`config.mk`:
```
export PLATFORM = sky130hd
export DESIGN_NAME = watchdog_route_timeout
export DESIGN_NICKNAME = d
export VERILOG_FILES = /design/src/logic/wdt_pkg.sv /design/src/logic/route_if.sv /design/src/logic/irq_route_decode.sv /design/src/logic/watchdog_route_timeout.sv
export SDC_FILE = /design/constraint.sdc
export NUM_CORES = 1
export LEC_CHECK = 0
export ABC_CLOCK_PERIOD_IN_PS = 3500
export BUFFER_PORTS_ARGS = -buffer_cell sky130_fd_sc_hd__buf_4
export CORE_ASPECT_RATIO = 1.2
export CORE_MARGIN = 5
export CORE_UTILIZATION = 52
export CTS_CLUSTER_DIAMETER = 150
export DETAILED_ROUTE_END_ITERATION = 16
export GPL_TIMING_DRIVEN = 0
export PLACE_DENSITY = 0.81
export SYNTH_ARGS = -nofsm -noshare
export SYNTH_HDL_FRONTEND = slang
export SYNTH_SLANG_ARGS = --single-unit
```
`constraint.sdc`:
```
create_clock -name clk -period 3.5 [get_ports clk]
set_input_delay 0.35 -clock clk [delete_from_list [all_inputs] [get_ports clk]]
set_output_delay 0.35 -clock clk [all_outputs]
set_load 0.005 [all_outputs]
```
`src/logic/wdt_pkg.sv`:
```
/*
 Constants for the watchdog timeout and interrupt routing block.
 Assumes a 32-bit AHB-Lite register bus and a 16-line interrupt request vector.
*/
package wdt_pkg;
   localparam int unsigned       DATA_W        = 32;
   localparam int unsigned       ADDR_W        = 32;
   localparam int unsigned       CNT_W         = 27;
   localparam int unsigned       EXP_W         = 5;
   localparam int unsigned       IRQ_LINES     = 16;
   // Register byte offsets
   localparam logic [7:0]        CFG_OFFSET    = 8'h00;
   localparam logic [7:0]        STATUS_OFFSET = 8'h04;
   localparam logic [7:0]        COUNT_OFFSET  = 8'h08;
   // Configuration field layout
   localparam int unsigned       COUNT_LSB     = 0;
   localparam int unsigned       COUNT_W       = 8;
   localparam int unsigned       ROUTE_LSB     = 8;
   localparam int unsigned       ROUTE_W       = 4;
   localparam int unsigned       FLAG_BIT      = 0;
   // Reset values
   localparam logic [7:0]        COUNT_RESET   = 8'h00;
   localparam logic [3:0]        ROUTE_RESET   = 4'h0;
   // Timeout exponents per lowest set count bit
   localparam logic [EXP_W-1:0]  EXP_BIT0      = 5'h0A;
   localparam logic [EXP_W-1:0]  EXP_BIT1      = 5'h14;
   localparam logic [EXP_W-1:0]  EXP_BIT2      = 5'h15;
   // Routing codes and their request lines
   localparam logic [3:0]        ROUTE_OFF     = 4'h0;
   localparam logic [3:0]        ROUTE_IRQ9    = 4'h1;
   localparam logic [3:0]        ROUTE_IRQ3    = 4'h2;
   localparam logic [3:0]        ROUTE_IRQ10   = 4'h3;
   localparam logic [3:0]        ROUTE_IRQ4    = 4'h4;
   localparam logic [3:0]        ROUTE_IRQ5    = 4'h5;
   localparam logic [3:0]        ROUTE_IRQ6    = 4'h6;
   localparam logic [3:0]        ROUTE_IRQ14   = 4'hD;
   localparam logic [3:0]        ROUTE_IRQ15   = 4'hF;
   // AHB transfer types
   localparam logic [1:0]        HTRANS_NONSEQ = 2'h2;
   localparam logic [1:0]        HTRANS_SEQ    = 2'h3;
endpackage

```
`src/logic/route_if.sv`:
```
/*
 Carrier between the watchdog core and its routing decoder.
 Assumes both ends share one clock.
*/
`timescale 1ns/1ps
interface route_if;
   logic [3:0]  code;
   logic        irq;
   logic [15:0] lines;
   modport core (output code, output irq, input lines);
   modport dec  (input code, input irq, output lines);
endinterface

```
`src/logic/irq_route_decode.sv`:
```
/*
 Decodes the routing code and drives the selected request line from a flip-flop.
 Assumes the core holds code and irq as registered levels.
*/
`timescale 1ns/1ps
module irq_route_decode
   import wdt_pkg::*;
(
   // Clock and reset
   input  wire logic clk,
   input  wire logic resetn,
   // Core side
   route_if.dec      rt
);
   logic [IRQ_LINES-1:0] lines_d;
   logic [IRQ_LINES-1:0] lines_q;

   always_comb begin
      lines_d = '0;
      unique case (rt.code)
         ROUTE_IRQ9:  lines_d[9]  = rt.irq;
         ROUTE_IRQ3:  lines_d[3]  = rt.irq;
         ROUTE_IRQ10: lines_d[10] = rt.irq;
         ROUTE_IRQ4:  lines_d[4]  = rt.irq;
         ROUTE_IRQ5:  lines_d[5]  = rt.irq;
         ROUTE_IRQ6:  lines_d[6]  = rt.irq;
         ROUTE_IRQ14: lines_d[14] = rt.irq;
         ROUTE_IRQ15: lines_d[15] = rt.irq;
         // Disable and reserved codes drive nothing
         default:     lines_d     = '0;
      endcase
   end

   always_ff @(posedge clk or negedge resetn) begin
      if (!resetn) begin
         lines_q <= '0;
      end else begin
         lines_q <= lines_d;
      end
   end

   assign rt.lines = lines_q;
endmodule

```
`src/logic/watchdog_route_timeout.sv`:
```
/*
 Watchdog timeout length selection and interrupt routing, with an AHB-Lite slave.
 Assumes timer ticks arrive as one-cycle enable pulses synchronous to clk.
*/
// What this block does
// - Four-bit field in bits 11:8 picks the interrupt line; zero disables routing.
// - Codes 1,2,3,4 give lines 9,3,10,4; codes 5,6,13,15 give 5,6,14,15; other codes none.
// - Timeout after two to the exponent timer periods, exponent from bits 7:0.
// - Lowest set count bit: bit0 10, bit1 20, bits2-7 21-26; zero none.
`timescale 1ns/1ps
module watchdog_route_timeout
   import wdt_pkg::*;
(
   // Clock and reset
   input  wire logic                      clk,
   input  wire logic                      resetn,
   // AHB-Lite slave
   input  wire logic                      hsel,
   input  wire logic [wdt_pkg::ADDR_W-1:0] haddr,
   input  wire logic [1:0]                htrans,
   input  wire logic                      hwrite,
   input  wire logic [2:0]                hsize,
   input  wire logic [wdt_pkg::DATA_W-1:0] hwdata,
   input  wire logic                      hready,
   output logic      [wdt_pkg::DATA_W-1:0] hrdata,
   output logic                           hreadyout,
   output logic                           hresp,
   // Timer clock ticks and selection
   input  wire logic                      tick_internal,
   input  wire logic                      tick_alternate,
   input  wire logic                      tick_select,
   // Interrupt request lines
   output logic      [wdt_pkg::IRQ_LINES-1:0] irq_req
);
   import wdt_pkg::*;

   route_if rt ();

   logic [COUNT_W-1:0] timeout_count_select_q;
   logic [ROUTE_W-1:0] irq_route_select_q;
   logic               flag_q;
   logic [CNT_W-1:0]   cnt_q;
   logic [DATA_W-1:0]  hrdata_q;
   logic               wr_pend_q;
   logic [7:0]         wr_addr_q;
   logic               access;
   logic               cfg_wr;
   logic               flag_clr;
   logic               tick;
   logic [EXP_W-1:0]   exp_sel;
   logic [CNT_W-1:0]   limit;
   logic               timeout;
   logic [DATA_W-1:0]  rd_d;

   function automatic logic [EXP_W-1:0] exp_of(input logic [COUNT_W-1:0] c);
      logic [EXP_W-1:0] e;
      e = '0;
      for (int i = COUNT_W - 1; i >= 2; i--) begin
         if (c[i]) begin
            e = EXP_BIT2 + EXP_W'(i - 2);
         end
      end
      if (c[1]) begin
         e = EXP_BIT1;
      end
      if (c[0]) begin
         e = EXP_BIT0;
      end
      return e;
   endfunction

   // Bus address phase
   assign access    = hsel && hready && (htrans == HTRANS_NONSEQ || htrans == HTRANS_SEQ);
   assign cfg_wr    = wr_pend_q && (wr_addr_q == CFG_OFFSET);
   assign flag_clr  = wr_pend_q && (wr_addr_q == STATUS_OFFSET) && hwdata[FLAG_BIT];
   assign hreadyout = 1'b1;
   assign hresp     = 1'b0;
   assign hrdata    = hrdata_q;

   always_ff @(posedge clk or negedge resetn) begin
      if (!resetn) begin
         wr_pend_q <= 1'b0;
         wr_addr_q <= 8'h00;
      end else begin
         wr_pend_q <= access && hwrite;
         wr_addr_q <= haddr[7:0];
      end
   end

   always_ff @(posedge clk or negedge resetn) begin
      if (!resetn) begin
         timeout_count_select_q <= COUNT_RESET;
         irq_route_select_q     <= ROUTE_RESET;
      end else if (cfg_wr) begin
         timeout_count_select_q <= hwdata[COUNT_LSB +: COUNT_W];
         irq_route_select_q     <= hwdata[ROUTE_LSB +: ROUTE_W];
      end
   end

   always_comb begin
      rd_d = '0;
      unique case (haddr[7:0])
         CFG_OFFSET: begin
            rd_d[COUNT_LSB +: COUNT_W] = timeout_count_select_q;
            rd_d[ROUTE_LSB +: ROUTE_W] = irq_route_select_q;
         end
         STATUS_OFFSET: rd_d[FLAG_BIT] = flag_q;
         COUNT_OFFSET:  rd_d[CNT_W-1:0] = cnt_q;
         default:       rd_d = '0;
      endcase
   end

   always_ff @(posedge clk or negedge resetn) begin
      if (!resetn) begin
         hrdata_q <= '0;
      end else if (access && !hwrite) begin
         hrdata_q <= rd_d;
      end
   end

   assign tick    = tick_select ? tick_alternate : tick_internal;
   assign exp_sel = exp_of(timeout_count_select_q);
   assign limit   = CNT_W'((CNT_W'(1) << exp_sel) - CNT_W'(1));
   assign timeout = tick && (timeout_count_select_q != '0) && (cnt_q == limit);

   always_ff @(posedge clk or negedge resetn) begin
      if (!resetn) begin
         cnt_q <= '0;
      end else if (cfg_wr || timeout_count_select_q == '0) begin
         cnt_q <= '0;
      end else if (tick) begin
         cnt_q <= timeout ? '0 : CNT_W'(cnt_q + CNT_W'(1));
      end
   end

   // Sticky flag, a new timeout beats the clear
   always_ff @(posedge clk or negedge resetn) begin
      if (!resetn) begin
         flag_q <= 1'b0;
      end else if (timeout) begin
         flag_q <= 1'b1;
      end else if (flag_clr) begin
         flag_q <= 1'b0;
      end
   end

   assign rt.code = irq_route_select_q;
   assign rt.irq  = flag_q;
   assign irq_req = rt.lines;

   irq_route_decode u_decode (
      .clk    (clk),
      .resetn (resetn),
      .rt     (rt)
   );
endmodule

```
==> flow_summary.yaml <==
finish:
  final_common_cell: "dfrtp_1"
  area_growth_pct: 21.3
  finalNetCount: 563
  final_cell_mix: "84 x dfrtp_1, 80 x buf_4, 31 x nand2_1"
  final_area_sq_um: 5040
  final.fill_count: 607
  layout.cells.non_filler: 581
  drive_above_1_share: 0.249
  diodes: 0
  postLayoutCoreUtil: 0.650
power_and_ir_drop:
  pwr-share-clk: 0.339
  seqPwrFrac: 0.527
  power_per_cell_area_nw_per_um2: 421
  swShare: 0.297
  p_switching_mw: 0.629
  vdd_ir_drop_max_v: 0.000195
  p_comb_frac: 0.134
  p_leak_nw: 2.30
  p_int_mw: 1.49
timing:
  finalCritPeriodShare: 0.915
  drv_slew: 0
  setup_viol: 0
  slew_headroom: 0.327
  finalClockSkew_ns: 0.0130
  finalHoldViolCount: 0
  rsz0062_at_grt: "no"
  tightest_slew_ns: 1.01
  fmax_mhz: 312
  period_needed_ns: 3.20
die:
  die_area_sq_um: 9880
  core_area_sq_um: 7750
  ios: 127
  fp.dieW_um: 91.6
  start_util: 0.536
  dieHeight_um: 108
  rows: 35
grt:
  grt_usage: 0.218
  grt_max_degree: 85
  grt_pass1_vias: 3475
  overflow: 0
  antenna_found_initial: 0
  grt_pass1_wl_um: 17000
yosys:
  syn_avg_cell_area_sq_um: 10.5
  synthCells: 395
  ys_warn_count: 0
  async_flop_share: 1.00
  synth_edf_count: 0
  synthFlopType: "dfrtp_1"
  synth-seq-area-share: 0.506
  ys_seq_elements: 84
  synthesis.area_sq_um: 4150
  ys_types: 49
detailed_routing:
  via_per_inst: 5.80
  dr_total_vias: 3367
  drt_iter0_markers: 198
  wl_per_cell_um: 17.8
  drc: 0
  drt_wl_total_um: 10400
  ant_nets: 0
  dr.pass1.iters: 5
clock_network:
  cts.sinks: 84
  cts_tree: "done"
  cts.clk_slew.worst_paths_ns: 0.10
  worst_skew_pair.late_latency_ns: 0.36
  clock_path_buffers: 2
  htreeDepth: 3
  cts_root_buf: "clkbuf_8"
  cts_buffers: 9
worst_setup_path:
  critPathBufInv: 3
  start_kind: "register"
  cp_max_fo: 10
  cp.required_ns: 3.73
  critPathKind: "reg -> reg"
  slowest_delay_ns: 0.49
  crit_chain: "nor3_4, and3_2, inv_1, ha_1, nor2b_1, or4_1, mux2i_1, nand3_2, nor4_4, buf_4, buf_6, nor3_1"
  crit_slowest_cell: "dfrtp_1"
  cp_top_family: "simple AND/OR/NAND/NOR gates"
  crit_arrival_ns: 3.43
  worstSetupEndpointType: "register"
place:
  place_area_sq_um: 4790
  place_congestion: 0.909
  portBuffers: 63
  dp_cells: 564
  dp_hpwl_um: 7520
flow_run:
  drv_cap: 0
run_status:
  outcome: "finished, final reports clean"
worst_hold_path:
  min_path_type: "in -> reg"
cell families (layout without fill, tap and decap cells):
group | Yosys count | in the layout | synth area share
simple gates | 161 | 161 | 0.218
flops | 84 | 84 | 0.506
compound gates | 47 | 47 | 0.0786
buf+inv | 41 | 121 | 0.0545
xor+xnor | 30 | 30 | 0.0633
mux | 28 | 28 | 0.0714
fa+ha+maj | 2 | 2 | 0.00602
other cells | 2 | 16 | 0.00181
cell usage after synthesis (all sizes together), types with 2 or more instances:
cell type | instances | area (sq um)
buf | 21 | 151
mux2i | 15 | 150
a211oi | 4 | 30.0
mux2 | 13 | 146
nor4 | 13 | 124
ha | 2 | 25.0
nor4b | 3 | 26.3
and2 | 3 | 18.8
xor2 | 15 | 131
or2 | 2 | 12.5
nor3 | 32 | 160
nand2 | 31 | 116
a21oi | 2 | 10.0
a22o | 15 | 131
and3 | 6 | 37.5
nand3b | 4 | 30.0
xnor2 | 15 | 131
conb | 2 | 7.51
or4 | 3 | 22.5
a21boi | 2 | 15.0
nand4b | 2 | 17.5
inv | 6 | 22.5
nand4 | 12 | 75.1
and4 | 2 | 17.5
dfrtp | 84 | 2100
a31oi | 2 | 12.5
clkbuf | 14 | 52.6
nor2 | 18 | 67.6
nor3b | 2 | 15.0
o21ai | 16 | 80.1
nand3 | 19 | 100
or3 | 4 | 25.0
sequential cells by signal, summed over array words and instances (netlist names):
signal,cells
cnt_q,27
flag_q,1
hrdata,27
irq_route_select_q,4
timeout_count_select_q,8
u_decode.rt.lines,8
wr_addr_q,8
wr_pend_q,1
through the flow:
| step | hold slack, ns | setup TNS, ns | power (mW) | worst slack, ns |
|---|---|---|---|---|
| after floorplan | 0.0544 | 0 | 1.29 | 0.335 |
| after CTS | 0.0957 | 0 | 2.11 | 0.0338 |
| after global routing | 0.0784 | 0 | 2.21 | 0.104 |
| final | 0.0963 | 0 | 2.12 | 0.296 |
| after global placement | 0.471 | -4.13 | 1.39 | -0.206 |
| after detailed placement | 0.472 | -4.20 | 1.41 | -0.215 |
final timing paths:
path,start,to,slack (ns),depth (start not counted)
max,timeout_count_select_q[7],cnt_q[9],0.30,12
min,haddr[7],wr_addr_q[7],0.1,1
max reg2reg,timeout_count_select_q[7],cnt_q[9],0.30,12
min reg2reg,hrdata[0],hrdata[0],0.50,2
max in group asynchronous,resetn,cnt_q[18],2.70,1
min in group asynchronous,resetn,u_decode.rt.lines[5],0.17,1
power groups by stage:
| stage | logic, mW | registers (mW) | clock network (mW) |
|---|---|---|---|
| after CTS | 0.281 | 1.11 | 0.719 |
| after global routing | 0.319 | 1.13 | 0.765 |
| after floorplan | 0.196 | 1.10 | 0 |
| final | 0.283 | 1.12 | 0.720 |
| after global placement | 0.268 | 1.13 | 0 |
| after detailed placement | 0.277 | 1.13 | 0 |
repair_timing:
item,CTS,global route
pin swaps,1,3
hold buffers,0,0
endpoints found under the setup margin,26,24
resized for setup,3,3
setup buffers,0,2
area by class of cell:
class | instances | area (sq um) | share of cell area
inverters | 6 | 22.5 | 0.00447
clock buffers | 10 | 128 | 0.0253
multi-input cells | 284 | 1910 | 0.379
flip-flops and latches | 84 | 2100 | 0.417
well taps | 92 | 115 | 0.0228
plain buffers | 34 | 200 | 0.0397
repair buffers | 65 | 488 | 0.0968
clock inverters | 6 | 72.6 | 0.0144
routing by layer:
metal | GRT usage | wire [um] | up-vias
met2 | 0.390 | 5440 | 129
met4 | 0.0582 | 119 | 0
met5 | 0 | 0 | -
met3 | 0.0552 | 632 | 13
li1 | - | - | 1574
met1 | 0.260 | 4160 | 1651
Power figures use the tool's default switching activity.
